===== config.mk =====
export PLATFORM = sky130hd
export DESIGN_NAME = ssp_top
export DESIGN_NICKNAME = d
export VERILOG_FILES = /design/src/hdl/ssp_pkg.sv /design/src/hdl/ssp_top.sv
export SDC_FILE = /design/constraint.sdc
export NUM_CORES = 1
export LEC_CHECK = 0
export BUFFER_PORTS_ARGS = -buffer_cell sky130_fd_sc_hd__buf_2
export CAP_MARGIN = 20
export CORE_ASPECT_RATIO = 0.5
export CORE_MARGIN = 4
export CORE_UTILIZATION = 50
export CTS_CLUSTER_SIZE = 40
export DETAILED_ROUTE_END_ITERATION = 8
export PLACE_DENSITY_LB_ADDON = 0.08
export SYNTH_ARGS = -nofsm -noshare
export SYNTH_HDL_FRONTEND = slang
export SYNTH_SLANG_ARGS = --single-unit

===== constraint.sdc =====
create_clock -name clk_i -period 9.1 [get_ports clk_i]
set_clock_uncertainty 0.15 [all_clocks]
set_input_delay 1.365 -clock clk_i [delete_from_list [all_inputs] [get_ports clk_i]]
set_output_delay 1.365 -clock clk_i [all_outputs]
set_load 0.05 [all_outputs]

===== src/hdl/ssp_pkg.sv =====
`default_nettype none
package ssp_pkg;
  // ----------------------------------------------------------------
  // Word, bus and register map
  // ----------------------------------------------------------------
  localparam int WORD_W = 16;
  localparam int FIFO_DEPTH = 16;
  localparam int AVS_AW = 5;
  localparam int AVS_DW = 32;
  localparam int CTRL_W = 3;
  localparam int MS_ADDR_W = 8;
  localparam int CNT_W = 5;
  localparam int SYNC_W = 8;
  localparam logic [AVS_AW-1:0] REG_CTRL = 5'h00;
  localparam logic [AVS_AW-1:0] REG_TXDATA = 5'h04;
  localparam logic [AVS_AW-1:0] REG_RXDATA = 5'h08;
  localparam logic [AVS_AW-1:0] REG_STATUS = 5'h0C;
  localparam logic [AVS_AW-1:0] REG_ADDR = 5'h10;
  // Level bits in the control register and status bit positions.
  localparam int LVL_RX_BIT = 4;
  localparam int LVL_TX_BIT = 5;
  localparam int ST_RX_FULL = 0;
  localparam int ST_TX_BUSY = 1;
  localparam int ST_FIFO_EMPTY = 2;
  localparam int ST_FIFO_FULL = 3;
  localparam int ST_RX_BUSY = 4;
  // ----------------------------------------------------------------
  // Timing and counts
  // ----------------------------------------------------------------
  // Machine clock is clk_i; the driven transmit clock is a quarter of it.
  localparam int TXCLK_DIV = 4;
  localparam logic DIV_LAST = 1'(TXCLK_DIV / 2 - 1);
  localparam logic [CNT_W-1:0] TX_LAST = 5'h10;
  localparam logic [CNT_W-1:0] RX_LAST = 5'h0F;
  localparam logic [CNT_W-1:0] ADDR_BITS = 5'h08;
  // ----------------------------------------------------------------
  // Types and reset values
  // ----------------------------------------------------------------
  typedef struct packed {
    logic ms;   // Multislot mode select.
    logic fdir; // Transmit frame sync driven by the device.
    logic csrc; // Transmit bit clock driven by the device.
  } ssp_ctrl_t;
  localparam ssp_ctrl_t CTRL_RST = 3'h0;
  localparam logic [MS_ADDR_W-1:0] ADDR_RST = 8'h00;
endpackage
`default_nettype wire


===== src/hdl/ssp_top.sv =====
// Operation
// - Peer supplies receive clock; it shifts data in.
// - Idle receive clock level readable in control.
// - Transmit clock input, or driven at quarter rate.
// - Idle transmit clock level readable in control.
// - Float condition releases every output driver.
// - Transmit data floats when no word shifts.
// - Receive frame sync fall starts a receive.
// - Multislot turns receive sync into address line.
// - Transmit frame sync fall starts a transmit.
// - Transmit frame sync is input after reset.
// - Frame direction select drives transmit frame sync.
// - Multislot drives the frame pulse on sync.
// - Shift register bits leave on transmit data.
//
// The register offsets and the Avalon-MM register port are this design's own decisions.
`timescale 1ns/1ns
`default_nettype none

// ------------------------------------------------------------------
// Two flip-flop synchroniser for pin inputs
// ------------------------------------------------------------------
module ssp_sync #(
  parameter int W = 1
) (
  input wire logic clk_i,          // Block clock.
  input wire logic rst_i,          // Synchronous reset.
  input wire logic [W-1:0] d_i,    // Asynchronous levels.
  output logic [W-1:0] q_o         // Synchronised levels.
);
  logic [W-1:0] meta_r;

  // The first stage feeds only the second stage.
  always_ff @(posedge clk_i) begin
    if (rst_i) begin
      meta_r <= '0;
      q_o <= '0;
    end else begin
      meta_r <= d_i;
      q_o <= meta_r;
    end
  end
endmodule

// ------------------------------------------------------------------
// Word FIFO between the register bus and the transmitter
// ------------------------------------------------------------------
module ssp_fifo #(
  parameter int W = 16,
  parameter int D = 16
) (
  input wire logic clk_i,          // Block clock.
  input wire logic rst_i,          // Synchronous reset.
  input wire logic in_valid_i,     // Push request.
  output logic in_ready_o,         // Room for a word.
  input wire logic [W-1:0] in_data_i, // Pushed word.
  output logic out_valid_o,        // A word is waiting.
  input wire logic out_ready_i,    // Pop request.
  output logic [W-1:0] out_data_o  // Oldest word.
);
  localparam int AW = $clog2(D);
  logic [W-1:0] mem [D];
  logic [AW-1:0] wp_r;
  logic [AW-1:0] rp_r;
  logic [AW:0] cnt_r;
  logic push;
  logic pop;

  // Full and empty come straight from the fill count.
  assign in_ready_o = cnt_r != (AW+1)'(D);
  assign out_valid_o = cnt_r != '0;
  assign out_data_o = mem[rp_r];
  assign push = in_valid_i && in_ready_o;
  assign pop = out_ready_i && out_valid_o;

  // Storage is written only on an accepted push.
  always_ff @(posedge clk_i) begin
    if (push) begin
      mem[wp_r] <= in_data_i;
    end
  end

  // Depth is a power of two, so the pointers wrap by themselves.
  always_ff @(posedge clk_i) begin
    if (rst_i) begin
      wp_r <= '0;
      rp_r <= '0;
      cnt_r <= '0;
    end else begin
      if (push) begin
        wp_r <= wp_r + 1'b1;
      end
      if (pop) begin
        rp_r <= rp_r + 1'b1;
      end
      cnt_r <= cnt_r + (AW+1)'(push) - (AW+1)'(pop);
    end
  end
endmodule

// ------------------------------------------------------------------
// Serial port top
// ------------------------------------------------------------------
module ssp_top (
  input wire logic clk_i,                  // Machine clock, 250 MHz.
  input wire logic rst_i,                  // Synchronous reset, high.
  input wire logic [ssp_pkg::AVS_AW-1:0] avs_address_i, // Byte address.
  input wire logic avs_read_i,             // Read request.
  input wire logic avs_write_i,            // Write request.
  input wire logic [ssp_pkg::AVS_DW-1:0] avs_writedata_i, // Write data.
  output logic [ssp_pkg::AVS_DW-1:0] avs_readdata_o, // Read data.
  output logic avs_waitrequest_o,          // Low for the answer.
  input wire logic rx_bit_clock_i,         // Receive bit clock pin.
  input wire logic rx_serial_in_i,         // Receive data pin.
  input wire logic rx_frame_sync_i,        // Receive sync or address in.
  output logic multislot_address_line_o,   // Address out.
  output logic multislot_address_line_oe_n_o, // Address enable, low.
  input wire logic tx_bit_clock_i,         // Transmit clock pin in.
  output logic tx_bit_clock_o,             // Transmit clock out.
  output logic tx_bit_clock_oe_n_o,        // Clock enable, low.
  output logic tx_serial_out_o,            // Transmit data out.
  output logic tx_serial_out_oe_n_o,       // Data enable, low.
  input wire logic tx_frame_sync_i,        // Transmit sync pin in.
  output logic tx_frame_sync_o,            // Sync or frame pulse out.
  output logic tx_frame_sync_oe_n_o,       // Sync enable, low.
  input wire logic test_reset_i,           // Test reset pin.
  input wire logic emulation_pin_a_i,      // First emulation pin.
  input wire logic emulation_float_pin_i   // Float pin, active low.
);
  import ssp_pkg::*;

  logic [SYNC_W-1:0] pin_s;
  logic tst_s, emu_a_s, emu_f_s, rxc_s, rxfs_s, rxd_s, txci_s, txfsi_s;
  logic float_r;
  ssp_ctrl_t ctrl_r;
  logic [MS_ADDR_W-1:0] tx_addr_r;
  logic [MS_ADDR_W-1:0] rx_addr_r;
  logic wait_r;
  logic [AVS_DW-1:0] rdata_r;
  logic req, take, ack, push_ok;
  logic fifo_in_ready, fifo_out_valid, fifo_pop;
  logic [WORD_W-1:0] fifo_out_data;
  logic div_cnt_r, div_r, txc, txc_prev_r, tx_rise, tx_fall;
  logic rxc_prev_r, rx_fall;
  logic fs_drive, fs_out_r, txfs, txfs_prev_r, tx_start;
  logic [WORD_W-1:0] tx_shift_r;
  logic [MS_ADDR_W-1:0] addr_sh_r;
  logic [CNT_W-1:0] tx_cnt_r;
  logic tx_busy_r, txd_r, addr_out_r, addr_drv_r;
  logic rxfs_src, rxfs_prev_r, rx_start, rx_busy_r, rx_full_r;
  logic [CNT_W-1:0] rx_cnt_r;
  logic [WORD_W-1:0] rx_shift_r;
  logic [WORD_W-1:0] rx_data_r;
  logic rx_done;
  logic clk_oe_n_r, dat_oe_n_r, fs_oe_n_r, adr_oe_n_r, txc_out_r;

  // ----------------------------------------------------------------
  // Pin synchronisers and float decode
  // ----------------------------------------------------------------
  ssp_sync #(.W(SYNC_W)) u_sync (
    .clk_i(clk_i),
    .rst_i(rst_i),
    .d_i({test_reset_i, emulation_pin_a_i, emulation_float_pin_i,
          rx_bit_clock_i, rx_frame_sync_i, rx_serial_in_i,
          tx_bit_clock_i, tx_frame_sync_i}),
    .q_o(pin_s)
  );
  assign {tst_s, emu_a_s, emu_f_s, rxc_s, rxfs_s, rxd_s, txci_s,
          txfsi_s} = pin_s;

  // Float needs test reset low, first emulation pin high, float pin low.
  always_ff @(posedge clk_i) begin
    if (rst_i) begin
      float_r <= 1'b0;
    end else begin
      float_r <= !tst_s && emu_a_s && !emu_f_s;
    end
  end

  // ----------------------------------------------------------------
  // Register bus slave
  // ----------------------------------------------------------------
  // A push to a full FIFO holds waitrequest, so back-pressure reaches
  // software instead of dropping words.
  assign req = avs_read_i || avs_write_i;
  assign push_ok = !(avs_write_i && avs_address_i == REG_TXDATA) ||
                   fifo_in_ready;
  assign take = req && wait_r && push_ok;
  assign ack = req && !wait_r;

  always_ff @(posedge clk_i) begin
    if (rst_i) begin
      wait_r <= 1'b1;
    end else begin
      wait_r <= !take;
    end
  end

  // Read data is latched as waitrequest falls and stands for that cycle.
  always_ff @(posedge clk_i) begin
    if (rst_i) begin
      rdata_r <= '0;
    end else if (take && avs_read_i) begin
      rdata_r <= '0;
      case (avs_address_i)
        REG_CTRL: begin
          rdata_r[CTRL_W-1:0] <= ctrl_r;
          rdata_r[LVL_RX_BIT] <= rxc_s;
          rdata_r[LVL_TX_BIT] <= txc;
        end
        REG_RXDATA: rdata_r[WORD_W-1:0] <= rx_data_r;
        REG_STATUS: begin
          rdata_r[ST_RX_FULL] <= rx_full_r;
          rdata_r[ST_TX_BUSY] <= tx_busy_r;
          rdata_r[ST_FIFO_EMPTY] <= !fifo_out_valid;
          rdata_r[ST_FIFO_FULL] <= !fifo_in_ready;
          rdata_r[ST_RX_BUSY] <= rx_busy_r;
        end
        REG_ADDR: rdata_r[2*MS_ADDR_W-1:0] <= {rx_addr_r, tx_addr_r};
        default: rdata_r <= '0;
      endcase
    end
  end

  // Control and address writes land on the answering edge.
  always_ff @(posedge clk_i) begin
    if (rst_i) begin
      ctrl_r <= CTRL_RST;
      tx_addr_r <= ADDR_RST;
    end else if (ack && avs_write_i) begin
      if (avs_address_i == REG_CTRL) begin
        ctrl_r <= ssp_ctrl_t'(avs_writedata_i[CTRL_W-1:0]);
      end
      if (avs_address_i == REG_ADDR) begin
        tx_addr_r <= avs_writedata_i[MS_ADDR_W-1:0];
      end
    end
  end

  assign avs_readdata_o = rdata_r;
  assign avs_waitrequest_o = wait_r;

  ssp_fifo #(.W(WORD_W), .D(FIFO_DEPTH)) u_txfifo (
    .clk_i(clk_i),
    .rst_i(rst_i),
    .in_valid_i(ack && avs_write_i && avs_address_i == REG_TXDATA),
    .in_ready_o(fifo_in_ready),
    .in_data_i(avs_writedata_i[WORD_W-1:0]),
    .out_valid_o(fifo_out_valid),
    .out_ready_i(fifo_pop),
    .out_data_o(fifo_out_data)
  );

  // ----------------------------------------------------------------
  // Bit clocks and edge detection
  // ----------------------------------------------------------------
  // Free-running divider; switching the source may give one odd edge.
  always_ff @(posedge clk_i) begin
    if (rst_i) begin
      div_cnt_r <= 1'b0;
      div_r <= 1'b0;
    end else if (div_cnt_r == DIV_LAST) begin
      div_cnt_r <= 1'b0;
      div_r <= !div_r;
    end else begin
      div_cnt_r <= div_cnt_r + 1'b1;
    end
  end

  assign txc = ctrl_r.csrc ? div_r : txci_s;
  assign tx_rise = txc && !txc_prev_r;
  assign tx_fall = !txc && txc_prev_r;
  assign rx_fall = !rxc_s && rxc_prev_r;

  always_ff @(posedge clk_i) begin
    if (rst_i) begin
      txc_prev_r <= 1'b0;
      rxc_prev_r <= 1'b0;
    end else begin
      txc_prev_r <= txc;
      rxc_prev_r <= rxc_s;
    end
  end

  // ----------------------------------------------------------------
  // Transmit frame sync and transmitter
  // ----------------------------------------------------------------
  assign fs_drive = ctrl_r.fdir || ctrl_r.ms;
  assign txfs = fs_drive ? fs_out_r : txfsi_s;
  // The sync is sampled only on bit clock falls, never on clk_i alone.
  assign tx_start = tx_fall && txfs_prev_r && !txfs && !tx_busy_r &&
                    fifo_out_valid;
  assign fifo_pop = tx_start;

  // A driven sync is one bit clock low, launched when a word waits.
  always_ff @(posedge clk_i) begin
    if (rst_i) begin
      fs_out_r <= 1'b1;
    end else if (tx_rise) begin
      if (!fs_out_r) begin
        fs_out_r <= 1'b1;
      end else if (fs_drive && !tx_busy_r && fifo_out_valid) begin
        fs_out_r <= 1'b0;
      end
    end
  end

  always_ff @(posedge clk_i) begin
    if (rst_i) begin
      txfs_prev_r <= 1'b1;
    end else if (tx_fall) begin
      txfs_prev_r <= txfs;
    end
  end

  // Bits leave MSB first on rises; the peer samples on falls.
  always_ff @(posedge clk_i) begin
    if (rst_i) begin
      tx_busy_r <= 1'b0;
      tx_shift_r <= '0;
      addr_sh_r <= '0;
      tx_cnt_r <= '0;
      txd_r <= 1'b0;
      addr_out_r <= 1'b0;
      addr_drv_r <= 1'b0;
    end else if (tx_start) begin
      tx_busy_r <= 1'b1;
      tx_shift_r <= fifo_out_data;
      addr_sh_r <= tx_addr_r;
      tx_cnt_r <= '0;
    end else if (tx_rise && tx_busy_r) begin
      if (tx_cnt_r == TX_LAST) begin
        tx_busy_r <= 1'b0;
        addr_drv_r <= 1'b0;
      end else begin
        txd_r <= tx_shift_r[WORD_W-1];
        tx_shift_r <= {tx_shift_r[WORD_W-2:0], 1'b0};
        addr_out_r <= addr_sh_r[MS_ADDR_W-1];
        addr_sh_r <= {addr_sh_r[MS_ADDR_W-2:0], 1'b0};
        addr_drv_r <= tx_cnt_r < ADDR_BITS;
        tx_cnt_r <= tx_cnt_r + 1'b1;
      end
    end
  end

  // ----------------------------------------------------------------
  // Receiver
  // ----------------------------------------------------------------
  // In multislot mode the frame pulse on the transmit sync frames both.
  assign rxfs_src = ctrl_r.ms ? txfs : rxfs_s;
  assign rx_start = rx_fall && rxfs_prev_r && !rxfs_src &&
                    !rx_busy_r;
  assign rx_done = rx_fall && rx_busy_r && rx_cnt_r == RX_LAST;

  always_ff @(posedge clk_i) begin
    if (rst_i) begin
      rxfs_prev_r <= 1'b1;
      rx_busy_r <= 1'b0;
      rx_cnt_r <= '0;
      rx_shift_r <= '0;
      rx_addr_r <= '0;
      rx_data_r <= '0;
    end else if (rx_fall) begin
      rxfs_prev_r <= rxfs_src;
      if (rx_start) begin
        rx_busy_r <= 1'b1;
        rx_cnt_r <= '0;
      end else if (rx_busy_r) begin
        rx_shift_r <= {rx_shift_r[WORD_W-2:0], rxd_s};
        if (ctrl_r.ms && rx_cnt_r < ADDR_BITS && !addr_drv_r) begin
          rx_addr_r <= {rx_addr_r[MS_ADDR_W-2:0], rxfs_s};
        end
        rx_cnt_r <= rx_cnt_r + 1'b1;
        if (rx_done) begin
          rx_busy_r <= 1'b0;
          rx_data_r <= {rx_shift_r[WORD_W-2:0], rxd_s};
        end
      end
    end
  end

  // A word that lands as software reads the last one keeps the flag.
  always_ff @(posedge clk_i) begin
    if (rst_i) begin
      rx_full_r <= 1'b0;
    end else if (rx_done) begin
      rx_full_r <= 1'b1;
    end else if (ack && avs_read_i && avs_address_i == REG_RXDATA) begin
      rx_full_r <= 1'b0;
    end
  end

  // ----------------------------------------------------------------
  // Pin drivers
  // ----------------------------------------------------------------
  // Enables are active low and every one is released while floating.
  always_ff @(posedge clk_i) begin
    if (rst_i) begin
      clk_oe_n_r <= 1'b1;
      dat_oe_n_r <= 1'b1;
      fs_oe_n_r <= 1'b1;
      adr_oe_n_r <= 1'b1;
      txc_out_r <= 1'b0;
    end else begin
      clk_oe_n_r <= float_r || !ctrl_r.csrc;
      dat_oe_n_r <= float_r || !tx_busy_r;
      fs_oe_n_r <= float_r || !fs_drive;
      adr_oe_n_r <= float_r || !ctrl_r.ms || !addr_drv_r;
      txc_out_r <= div_r;
    end
  end

  assign tx_bit_clock_o = txc_out_r;
  assign tx_bit_clock_oe_n_o = clk_oe_n_r;
  assign tx_serial_out_o = txd_r;
  assign tx_serial_out_oe_n_o = dat_oe_n_r;
  assign tx_frame_sync_o = fs_out_r;
  assign tx_frame_sync_oe_n_o = fs_oe_n_r;
  assign multislot_address_line_o = addr_out_r;
  assign multislot_address_line_oe_n_o = adr_oe_n_r;
endmodule
`default_nettype wire


* After elaboration in Yosys (flattened, before gate mapping)
Memories as Yosys holds them, arrays and structs flattened. A register that Yosys moved wholly into a read port is not among the register bits. Index checks and enable logic that the tools add are counted.
Word-level totals: register bits 149, memory bits (writable) 256, input bits 49, output and inout port bits 41, memories kept 1
Memories:
- u_txfifo.mem | words 16, width 16, read ports 1, clocked after memory_dff 1, wr ports 1, line ssp_top.sv:62 | logic [W-1:0] mem [D];
Cells by class: add/subtract/negate cells 7, order comparisons 2, eq/ne operators 8, multiplexer cells 31, bitwise gates (word level) 3, reductions and logical operators 76
Operators by type and width (number):
- $mux 16 | 3
- $logic_and 1x1->1 | 30
- $mux 8 | 3
- $pmux 10 s2 | 1
- $logic_not 1->1 | 19
- $mux 1 | 16
- $eq 5x4->1 const B | 3
- $reduce_and 2->1 | 7
- $pmux 3 s4 | 1
- $add 5x1->5 const B | 2
- $eq 5x5->1 const B | 2
- $lt 5x4->1 const B | 2
- $mux 5 | 2
- $add 4x1->4 const B | 2
- $logic_or 1x1->1 | 8
- $mux 4 | 2
- $reduce_and 4->1 | 2
- $reduce_bool 2->1 | 4
- $pmux 1 s3 | 2
- $reduce_and 3->1 | 2
- $add 5x1->5 | 1
- $eq 5x3->1 const B | 1
- $logic_not 5->1 | 1
- $ne 5x5->1 const B | 1
- 7 further kinds | 10

* Depth between registers and ports, before layout
Gate-level depths: netlist of run 1.
depth after elaboration 10, gate-level depth with buffers 16

* Modules after synthesis
Synthesis of run 1 repeated with hierarchy kept, for this count alone.
Unflattened totals: cell total of the unflattened synthesis 1107, area, all modules 16109.2 um^2
By module, submodules not included:
- ssp_fifo | instances 1, cells an instance 503, area each 10543.9 um^2, sequential area each 8027.7 um^2
- ssp_top | instances 1, cells an instance 571, area each 5101.1 um^2, sequential area each 2402.3 um^2
- ssp_sync | instances 1, cells an instance 33, area each 464.2 um^2, sequential area each 320.3 um^2

* Worst setup path before layout of run 1
Ideal clock, no wire load.
path kind in2reg, start point input port avs_address_i[4] (netlist bit), end point memory u_txfifo.mem[0][0], enable pin, arrival 3.257 ns, data required time 8.541 ns, path slack 5.284 ns, cell stages on the path 5, buffers on the path 0, cells stage by stage nor3_2 > nand4b_1 > clkinv_1 > nand2_1 > nor3_1
On the way: longest elaborated chain between the ends 5
Ends and longest elaborated chain:
- start: declaration | line ssp_top.sv:107 | input wire logic [ssp_pkg::AVS_AW-1:0] avs_address_i,
- $eq 5x3->1 | line ssp_top.sv:246 | .in_valid_i(ack && avs_write_i && avs_address_i == REG_TXDATA),
- $logic_and 1x1->1 | line ssp_top.sv:246
- $logic_and 1x1->1 | line ssp_top.sv:73 | assign push = in_valid_i && in_ready_o;
- net u_txfifo.push | line ssp_top.sv:66 | logic push;
- $mux 1 | line ssp_top.sv:78 | if (push) begin
- $mux 1 (not written as such) | line ssp_top.sv:79 | mem[wp_r] <= in_data_i;
- end: declaration | line ssp_top.sv:62
The timed path passes the listed nets, and every way through them passes these cells.

* Worst setup path after layout of run 1
start point input port avs_write_i, end point memory u_txfifo.mem[4][13], enable pin
On the way: longest elaborated chain between the ends 7
Ends and longest elaborated chain:
- start: declaration | line ssp_top.sv:109 | input wire logic avs_write_i,
- $logic_or 1x1->1 | line ssp_top.sv:185 | assign req = avs_read_i || avs_write_i;
- $logic_and 1x1->1 | line ssp_top.sv:189 | assign ack = req && !wait_r;
- $logic_and 1x1->1 (*) (2 in series) | line ssp_top.sv:246
- $logic_and 1x1->1 (*) | line ssp_top.sv:73
- net u_txfifo.push | line ssp_top.sv:66
- $mux 1 (*) | line ssp_top.sv:78
- $mux 1 (not written as such) (*) | line ssp_top.sv:79
The timed path passes the listed nets; every way through them passes the cells marked *.

==> reports/summary.txt, run 1 <==
outcome: complete, no violations
cells after synthesis: 1124
Min Hold Slack: 0.243 ns
library cell occupying the most area in the post-synthesis netlist: sky130_fd_sc_hd__edfxtp_1
clock tree from TritonCTS: done
Synth top area share: 47.7%
number of nets with antenna violations after routing: 0
setup bufs post-CTS: 0
simple-gate portion of the synthesized area: 9.39%
# setup viols final: 0
global-route usage over all layers: 19.8%
number of cells after detailed placement: 1562
buffer type at the clock tree root: sky130_fd_sc_hd__clkbuf_16
number of H-tree levels: 2
number of resized instances in the post-cts repair step: 0
wire length of the first global-routing pass: 53700 µm
category of the worst setup path launch point: input port
worst slack at placement: 4.36 ns
clock latency at the later pin of the worst-skew pair: 0.53 ns
count of yosys warnings during synthesis: 0
routability cong.: 0.767
Static Leakage: 5.95 nW
largest cells by area after synthesis: sky130_fd_sc_hd__edfxtp_1 48%, sky130_fd_sc_hd__dfxtp_1 19%, sky130_fd_sc_hd__mux4_2 9.0%
async set or reset register ratio after synthesis: 0%
nature of the critical path endpoint: flop
Seq cells post-synth: 409
worst supply voltage drop on vdd: 105 µV
fraction of the yosys area taken by sequential cells: 66.8%
reg-to-reg critical path startpoint: u_txfifo.cnt_r[2]$_SDFF_PP0_
pin count of the biggest net entering global routing: 77
signal arrival time at the worst endpoint: 4.13 ns
adder-cell share of the synthesized area: 1.29%
XOR/XNOR share of the synthesized area: 0.272%
fraction of the mapped netlist area in compound gates: 8.38%
Worst Path Max Fanout: 16
setup total negative slack: 0 ns
CTS Hold Buffers Added: 0
fraction of the cycle the final worst path needs: 45.5%
count of buffers inserted at the top-level ports: 57
FF-to-FF End: u_txfifo.cnt_r[4]$_SDFF_PP0_
slew at the pin closest to its max-slew limit: 1.06 ns
starting density of the core: 50.8%
relative area change from synthesis to final layout: 12.2%
MaxCap Viol Count: 0
synth unique cells: 68
vertical die dimension: 135 µm
maximum achievable frequency: 0.242 GHz
number of optimization iterations in the first detailed-route pass: 5
Primary FF master, synth: sky130_fd_sc_hd__edfxtp_1
area taken by multi-input logic gates: 4910 µm²
clock net sink count: 409
sum of routed wire length over all layers: 34600 µm
area taken by flip-flops and latches: 10800 µm²
per-instance average area after synthesis: 14.3 µm²
number of diodes: 0
multiplexer fraction of the synthesized cell area: 10.5%
fillers: 2545
Setup CP Type: input port to flop
combinational family with the most area after synthesis: multiplexers
Max-slew headroom: 29.0%
minimum setup slack among reg-to-reg paths: 5.22 ns
fraction of layout instances using a drive strength above 1: 19.6%
count of routing violations after the opening detailed-route iteration: 806
number of enable-type register cells in the synthesized netlist: 256
HP Class: flop to flop
largest buffer count on any clock path: 3
shortest clock period the worst path allows after layout: 4.14 ns
site row count: 46
reg2reg path depth: 14
number of global-route vias before repair: 9379
crit path capture: u_txfifo.mem[4][13]$_DFFE_PP_
setup repair after global routing missed its margin: false
number of endpoints with negative hold slack in the final report: 0
total I/O pin count: 90
post-DR vias/cell: 5.68
timing startpoint of the critical path: avs_write_i
CORE AREA: 31700 µm²
sum of net half-perimeters after detailed placement: 21500 µm
required time at the worst-slack endpoint: 9.10 ns
number of antenna violations at the first check in global routing: 0
final layout net count: 1237
DR vias: 9282
DRC violation count after routing: 0
final number of max-transition violations: 0
worst setup margin: 4.96 ns
post-route non-filler standard cell count: 1634
Clk pin slew, worst setup/hold paths: 0.06 ns
areal power density over the cells: 209 nW/µm²
DIE AREA: 35300 µm²
total clock buffers created by CTS: 38
GRT Residual Overflow: 0
average routed wire per standard cell: 21.1 µm
Die Width: 262 µm
netlist area before placement: 16100 µm²
-- registers in the layout, indices dropped and copies added, names as in the netlist, 5 cells and up, named ones only --
signal and cells:
u_sync.meta_r 8, u_sync.q_o 8, tx_cnt_r 5, rx_cnt_r 5
rx_shift_r 15, u_txfifo.cnt_r 5, addr_sh_r 8, rx_data_r 16
rx_addr_r 8, tx_addr_r 8, tx_shift_r 16, avs_readdata_o 16
u_txfifo.mem 256
-- synthesized netlist by cell type (all sizes together), types with 18 or more instances --
master	count
inv	21
nand2	93
a21oi	67
buf	51
mux2i	18
nor2	77
nor2b	32
dfxtp	153
clkbuf	35
mux4	64
nand3	43
a22o	36
edfxtp	256
-- worst max-delay path: stages --
cell,delay [ns]
sky130_fd_sc_hd__buf_2,0.13
sky130_fd_sc_hd__nor2b_1,0.67
sky130_fd_sc_hd__nand4b_1,0.53
sky130_fd_sc_hd__clkinv_1,0.35
sky130_fd_sc_hd__nand2_1,0.21
sky130_fd_sc_hd__nor2_2,0.86
-- power by group --
part	switching [mW]	total, mW	internal [mW]
combinational	0.142	0.198	0.0566
clock	0.682	1.58	0.903
sequential	0.0150	2.00	1.98
total	0.839	3.78	2.94
-- layout make-up --
class / count / area share [%]
sequential: 409 / 59.5
multi-input combinational: 621 / 27.2
clock buffer: 55 / 6.30
tap: 432 / 2.99
timing repair buffer: 79 / 2.92
clock inverter: 15 / 0.582
inverter: 23 / 0.478
-- worst min path at each step --
stage,startpoint,endpoint,slack [ns],depth (start not counted)
2_1_floorplan,addr_drv_r$_SDFFE_PP0P_,multislot_address_line_oe_n_o$_SDFF_PP1_,0.22,1
3_3_place_gp,u_sync.q_o[7]$_SDFF_PP0_,float_r$_SDFF_PP0_,0.23,1
3_5_place_dp,u_sync.q_o[5]$_SDFF_PP0_,float_r$_SDFF_PP0_,0.24,1
4_1_cts,u_sync.q_o[5]$_SDFF_PP0_,float_r$_SDFF_PP0_,0.25,1
5_1_grt,u_sync.q_o[5]$_SDFF_PP0_,float_r$_SDFF_PP0_,0.27,1
6_report,u_sync.q_o[5]$_SDFF_PP0_,float_r$_SDFF_PP0_,0.24,1
-- metrics by stage --
| stage | total power, mW | area (µm²) | util [%] |
|---|---|---|---|
| floorplan | 2.19 | 16200 | - |
| global placement | 2.23 | 16700 | 52.6 |
| detailed placement | 2.24 | 16800 | 53.0 |
| CTS | 3.82 | 18000 | 56.9 |
| global route | 3.92 | 18100 | 57.0 |
| finish | 3.78 | 18100 | 57.0 |
-- cells in the final DEF (no fill, tap or decap), drive strengths merged, types with 14 or more instances in the layout --
cell type / count
inv: 22
mux2i: 18
nand2: 93
a21oi: 67
o21ai: 15
ha: 15
conb: 16
clkbuf: 55
a22o: 36
o221ai: 14
nor2b: 32
buf: 79
edfxtp: 256
clkinv: 14
dfxtp: 153
nor2: 77
nand3: 43
mux4: 64
-- routing by layer --
| metal | global-route usage (%) | part of all wire [%] | up-vias |
|---|---|---|---|
| li1 | - | - | 4346 |
| met1 | 27.8 | 45 | 4668 |
| met2 | 33.0 | 48 | 221 |
| met3 | 3.41 | 5.2 | 47 |
| met4 | 4.53 | 1.4 | 0 |
| met5 | 0 | 0 | - |
-- logic make-up (layout without fill, tap and decap cells) --
group                      Yosys count  in the layout
other                                1             16
AOI/OAI and AO/OA                  194            194
buffers and inverters              109            172
DFF                                409            409
muxes                               87             87
xor gates and xnor gates             5              5
adders and majority gates           16             16
and+or+nand+nor                    303            303
Note: power is estimated with default switching activity, not from simulation.
==> run 2, diff against run 1 <==
- clock period: 9.1 -> 3.8 ns (I/O delays scaled with it)
==> run 2 against run 1 <==
  * Cell area rose by 0.42%
  * Via count increased by 1.8%
  * Routed wire length is 1.3% higher
  * Final cell count grew 0.12%
  * Utilization up 0.24 points
  * Combinational power grew to 2.5 times the previous value
  * Sequential power rose by 140%
  * Critical path depth is 6 higher
  * Sequential cell count unchanged
  * Worst setup slack lost 4.2 ns
  * Critical path type is now flop to flop
==> reports/summary.txt, run 2 (synthesis gave the netlist of run 1 again) <==
fraction of the cycle the final worst path needs: 80.5%
fillers: 2514 (-1.2%)
shortest clock period the worst path allows after layout: 3.06 ns
sum of net half-perimeters after detailed placement: 20900 µm (-2.5%)
number of global-route vias before repair: 9339 (-0.43%)
total power consumption of the routed design: 9.28 mW (+150%)
clock net sink count: 409 (unchanged)
global-route usage over all layers: 20.0% (+0.20 points)
nature of the critical path endpoint: flop
Worst Path Max Fanout: 7 (-9)
required time at the worst-slack endpoint: 4.04 ns (-5.06 ns)
Max-slew headroom: 28.1% (-0.90 points)
outcome: complete, no violations
Min Hold Slack: 0.109 ns (-0.134 ns)
starting density of the core: 50.8% (unchanged)
maximum achievable frequency: 0.327 GHz
site row count: 46 (unchanged)
number of resized instances in the post-cts repair step: 0 (unchanged)
setup bufs post-CTS: 0 (unchanged)
# setup viols final: 0 (unchanged)
HP Class: input port to flop
worst setup margin: 0.742 ns (-4.22 ns)
average routed wire per standard cell: 21.4 µm (+1.2%)
commonest non-fill, non-tap cells in the layout: 256 x sky130_fd_sc_hd__edfxtp_1, 151 x sky130_fd_sc_hd__dfxtp_1, 93 x sky130_fd_sc_hd__nand2_1
number of endpoints with negative hold slack in the final report: 0 (unchanged)
most common cell after layout, fill and taps aside: sky130_fd_sc_hd__edfxtp_1
number of nets with antenna violations after routing: 0 (unchanged)
clock tree from TritonCTS: done
areal power density over the cells: 511 nW/µm² (+140%)
number of H-tree levels: 2 (unchanged)
worst supply voltage drop on vdd: 287 µV (+170%)
count of buffers inserted at the top-level ports: 57 (unchanged)
setup total negative slack: 0 ns (unchanged)
total clock buffers created by CTS: 36 (-5.3%)
slew at the pin closest to its max-slew limit: 1.08 ns (+0.0146 ns)
wire length of the first global-routing pass: 54300 µm (+1.2%)
DRC violation count after routing: 0 (unchanged)
Clk pin slew, worst setup/hold paths: 0.07 ns (about the same)
largest buffer count on any clock path: 3 (unchanged)
signal arrival time at the worst endpoint: 3.30 ns (-0.83 ns)
final layout net count: 1245 (+0.65%)
CTS Hold Buffers Added: 0 (unchanged)
number of optimization iterations in the first detailed-route pass: 5 (unchanged)
share of the core filled with cells in the final layout: 57.2% (+0.24 points)
relative area change from synthesis to final layout: 12.7%
pin count of the biggest net entering global routing: 121 (+57%)
count of routing violations after the opening detailed-route iteration: 707 (-12%)
DR vias: 9446 (+1.8%)
number of diodes: 0 (unchanged)
setup repair after global routing missed its margin: false
clock latency at the later pin of the worst-skew pair: 0.52 ns (about the same)
Area after DPL: 16900 µm² (+0.40%)
Static Leakage: 6.01 nW (+0.93%)
Die Width: 262 µm (unchanged)
worst slack at placement: 0.531 ns (-3.83 ns)
final number of max-transition violations: 0 (unchanged)
CORE AREA: 31700 µm² (unchanged)
largest reg by FF count: u_txfifo.mem
post-DR vias/cell: 5.77 (+1.6%)
routability cong.: 0.748 (-2.5%)
vertical die dimension: 135 µm (unchanged)
DIE AREA: 35300 µm² (unchanged)
post-route non-filler standard cell count: 1636 (+0.12%)
MaxCap Viol Count: 0 (unchanged)
number of antenna violations at the first check in global routing: 0 (unchanged)
total I/O pin count: 90 (unchanged)
Finished Cell Area: 18100 µm² (+0.42%)
fraction of layout instances using a drive strength above 1: 20.1% (+0.47 points)
buffer type at the clock tree root: sky130_fd_sc_hd__clkbuf_16
GRT Residual Overflow: 0 (unchanged)
Setup CP Type: flop to flop
sum of routed wire length over all layers: 35000 µm (+1.3%)
max FFs per register: 256 (unchanged)
category of the worst setup path launch point: flop
number of cells after detailed placement: 1574 (+0.77%)
[run 2: cell count changes in the layout (fill, tap and decap cells not counted), moves of 3 or more]
cell | previous run | this run
sky130_fd_sc_hd__buf_12 | 0 | 3
sky130_fd_sc_hd__clkbuf_16 | 41 | 37
sky130_fd_sc_hd__clkinv_2 | 7 | 3
sky130_fd_sc_hd__buf_4 | 13 | 30
sky130_fd_sc_hd__clkbuf_1 | 8 | 4
sky130_fd_sc_hd__bufinv_16 | 1 | 8
sky130_fd_sc_hd__buf_8 | 10 | 0
[run 2: cell type report]
type	instances	area, µm²	share of cell area, %
clock buffer	45	996	5.49
clock inverter	17	287	1.58
inverter	23	86.3	0.476
multi-input combinational	621	4910	27.1
sequential	409	10800	59.3
tap	432	541	2.98
timing repair buffer	89	566	3.12
[run 2: path summary, 6_finish.rpt]
path                                     start                           end  slack [ns]  cells past startpoint
setup / recovery  u_txfifo.cnt_r[2]$_SDFF_PP0_  u_txfifo.cnt_r[4]$_SDFF_PP0_        0.74                     12
hold reg to reg       u_sync.q_o[7]$_SDFF_PP0_            float_r$_SDFF_PP0_        0.25                      1
hold / removal                 rx_frame_sync_i   u_sync.meta_r[3]$_SDFF_PP0_        0.11                      2
setup reg to reg  u_txfifo.cnt_r[2]$_SDFF_PP0_  u_txfifo.cnt_r[4]$_SDFF_PP0_        0.74                     12
[run 2: power breakdown]
group	internal [mW]	total [mW]	switching (mW)	leakage (nW)
registers	4.75	4.78	0.0353	3.54
clock network	2.40	3.99	1.59	0.625
logic	0.159	0.501	0.342	1.84
total	7.31	9.28	1.97	6.01
[run 2: metal layers]
metal  vias to the layer above  global-route usage (%)  routed length [µm]
met5                         -                       0                   0
met4                         0                    4.20                 528
met3                        49                    3.54                2090
met2                       248                    32.7               16500
met1                      4799                    28.8               15800
li1                       4350                       -                   -
[run 2: worst max-delay path, cell delays in order (launching register included)]
cell	delay, ns
sky130_fd_sc_hd__dfxtp_1	0.33
sky130_fd_sc_hd__inv_1	0.06
sky130_fd_sc_hd__ha_1	0.20
sky130_fd_sc_hd__and4bb_2	0.28
sky130_fd_sc_hd__nand4b_1	0.45
sky130_fd_sc_hd__clkinv_1	0.31
sky130_fd_sc_hd__ha_1	0.21
sky130_fd_sc_hd__inv_1	0.06
sky130_fd_sc_hd__fa_1	0.41
sky130_fd_sc_hd__nor2b_1	0.17
sky130_fd_sc_hd__o21bai_1	0.10
sky130_fd_sc_hd__a21oi_1	0.14
sky130_fd_sc_hd__nor3b_1	0.06
==> run 3, diff against run 2 <==
- clock period: 3.8 -> 3 ns (I/O delays scaled with it)
==> run 3 against run 2 <==
  * Worst setup slack lost 0.53 ns
  * Worst hold slack lost 0.073 ns
  * Critical path depth grew 2
  * Clock power grew 22%
  * Non-clock buffer count grew 27
  * Sequential share of layout area shrank 0.77 points
  * Via count grew 1.8%
  * Sequential cell count is the same
  * Critical path type unchanged
  * Highest routed layer unchanged
==> reports/summary.txt, run 3 (synthesis gave the netlist of run 1 again) <==
outcome: complete, no violations
clock tree from TritonCTS: done
average routed wire per standard cell: 21.8 µm (+1.8%)
setup total negative slack: 0 ns (unchanged)
maximum cell stage delay along the critical path: 0.36 ns (-0.09 ns)
number of nets with antenna violations after routing: 0 (unchanged)
Clk pin slew, worst setup/hold paths: 0.06 ns (about the same)
category of the worst setup path launch point: flop
GRT Residual Overflow: 0 (unchanged)
buffer type at the clock tree root: sky130_fd_sc_hd__clkbuf_16
required time at the worst-slack endpoint: 3.24 ns (-0.80 ns)
max FFs per register: 256 (unchanged)
worst supply voltage drop on vdd: 305 µV (+6.2%)
fraction of the cycle the final worst path needs: 93.0% (+13 points)
largest buffer count on any clock path: 3 (unchanged)
areal power density over the cells: 632 nW/µm² (+24%)
share of the core filled with cells in the final layout: 58.0% (+0.76 points)
number of H-tree levels: 2 (unchanged)
final layout net count: 1274 (+2.3%)
Die Width: 262 µm (unchanged)
Min Hold Slack: 0.0364 ns (-0.0727 ns)
DIE AREA: 35300 µm² (unchanged)
number of antenna violations at the first check in global routing: 1 (+1)
series of cell instances along the critical path: inv_1 > ha_1 > nor4b_4 > or2_4 > nor3_4 > ha_1 > inv_1 > ha_1 > inv_1 > fa_2 > nor2b_1 > o21bai_1 > a21oi_1 > nor3b_2
# setup viols final: 0 (unchanged)
routability cong.: 0.783 (+4.7%)
sum of net half-perimeters after detailed placement: 22000 µm (+5.0%)
pin count of the biggest net entering global routing: 65 (-46%)
post-DR vias/cell: 5.76 (-0.28%)
clock latency at the later pin of the worst-skew pair: 0.54 ns (+0.02 ns)
fraction of layout instances using a drive strength above 1: 21.5% (+1.4 points)
global-route usage over all layers: 20.8% (+0.74 points)
Finished Cell Area: 18400 µm² (+1.3%)
shortest clock period the worst path allows after layout: 2.79 ns (-0.267 ns)
nature of the critical path endpoint: flop
final number of max-transition violations: 0 (unchanged)
worst slack at placement: 0.0562 ns (-0.475 ns)
largest reg by FF count: u_txfifo.mem
Area after DPL: 17000 µm² (+0.95%)
Setup CP Type: flop to flop
MaxCap Viol Count: 0 (unchanged)
count of routing violations after the opening detailed-route iteration: 771 (+9.1%)
worst setup margin: 0.209 ns (-0.533 ns)
HP Class: input port to flop
relative area change from synthesis to final layout: 14.2%
count of buffers inserted at the top-level ports: 57 (unchanged)
Static Leakage: 6.15 nW (+2.3%)
DR vias: 9615 (+1.8%)
total clock buffers created by CTS: 38 (+5.6%)
number of cells after detailed placement: 1592 (+1.1%)
wire length of the first global-routing pass: 55900 µm (+2.9%)
signal arrival time at the worst endpoint: 3.03 ns (-0.27 ns)
post-route non-filler standard cell count: 1670 (+2.1%)
DRC violation count after routing: 0 (unchanged)
site row count: 46 (unchanged)
number of optimization iterations in the first detailed-route pass: 5 (unchanged)
number of endpoints with negative hold slack in the final report: 0 (unchanged)
number of global-route vias before repair: 9611 (+2.9%)
most common cell after layout, fill and taps aside: sky130_fd_sc_hd__edfxtp_1
CORE AREA: 31700 µm² (unchanged)
Max-slew headroom: 50.7% (+23 points)
setup repair after global routing missed its margin: false
vertical die dimension: 135 µm (unchanged)
slew at the pin closest to its max-slew limit: 0.739 ns (-0.338 ns)
total I/O pin count: 90 (unchanged)
clock net sink count: 409 (unchanged)
commonest non-fill, non-tap cells in the layout: 256 x sky130_fd_sc_hd__edfxtp_1, 151 x sky130_fd_sc_hd__dfxtp_1, 93 x sky130_fd_sc_hd__nand2_1
starting density of the core: 50.8% (unchanged)
Worst Path Max Fanout: 2 (-5)
highest-delay cell along the critical path: sky130_fd_sc_hd__fa_2
sum of routed wire length over all layers: 36400 µm (+3.9%)
total power consumption of the routed design: 11.6 mW (+25%)
maximum achievable frequency: 0.358 GHz (+9.5%)
==> run 3: cell count changes in the layout (fill, tap and decap cells not counted), moves of 2 or more <==
| cell | previous run | this run |
|---|---|---|
| sky130_fd_sc_hd__dlygate4sd3_1 | 0 | 8 |
| sky130_fd_sc_hd__clkbuf_16 | 37 | 39 |
| sky130_fd_sc_hd__bufinv_16 | 8 | 3 |
| sky130_fd_sc_hd__clkinv_1 | 6 | 4 |
| sky130_fd_sc_hd__clkbuf_1 | 4 | 10 |
| sky130_fd_sc_hd__buf_4 | 30 | 47 |
| sky130_fd_sc_hd__buf_12 | 3 | 5 |
| sky130_fd_sc_hd__clkbuf_8 | 4 | 7 |
==> run 3: layout make-up <==
cell class,count,area (µm²)
Clock buffer,56,1110
Clock inverter,12,144
Antenna cell,1,2.50
Multi-Input combinational cell,621,4930
Inverter,23,86.3
Sequential cell,409,10800
Fill cell,2495,13300
Timing Repair Buffer,116,813
Tap cell,432,541
==> run 3: routing by layer <==
| metal | track usage (%) | routed length, µm |
|---|---|---|
| met5 | 0 | 0 |
| met4 | 4.68 | 639 |
| met1 | 29.2 | 16100 |
| met3 | 3.80 | 2220 |
| met2 | 34.2 | 17400 |
==> run 3: critical path: cells and delay by family (launching register included) <==
family	cells	cell delay (ns)
adder cells (fa/ha/maj)	4	0.97
AND/OR/NAND/NOR	5	0.75
flip-flops	1	0.34
AO/OA/AOI/OAI	2	0.28
buffers and inverters	3	0.17
==> run 3: worst paths after layout <==
path,start,end,slack [ns],cells past startpoint
max reg2reg,u_txfifo.cnt_r[2]$_SDFF_PP0_,u_txfifo.cnt_r[4]$_SDFF_PP0_,0.21,14
min reg2reg,u_sync.q_o[5]$_SDFF_PP0_,float_r$_SDFF_PP0_,0.24,1
min,avs_read_i,avs_waitrequest_o$_SDFF_PP1_,0.04,2
max,u_txfifo.cnt_r[2]$_SDFF_PP0_,u_txfifo.cnt_r[4]$_SDFF_PP0_,0.21,14
==> run 3: repair_timing <==
item	CTS	global route
resized for setup	0	4
endpoints found under the setup margin	0	1
setup buffers	0	1
hold endpoints to repair	8	0
hold buffers	8	0
==> run 3: power by group <==
group          internal [mW]  total (mW)  switching, mW
Combinational          0.244       0.709          0.466
Clock                   2.83        4.86           2.03
Sequential              6.01        6.05         0.0370
Total                   9.09        11.6           2.53
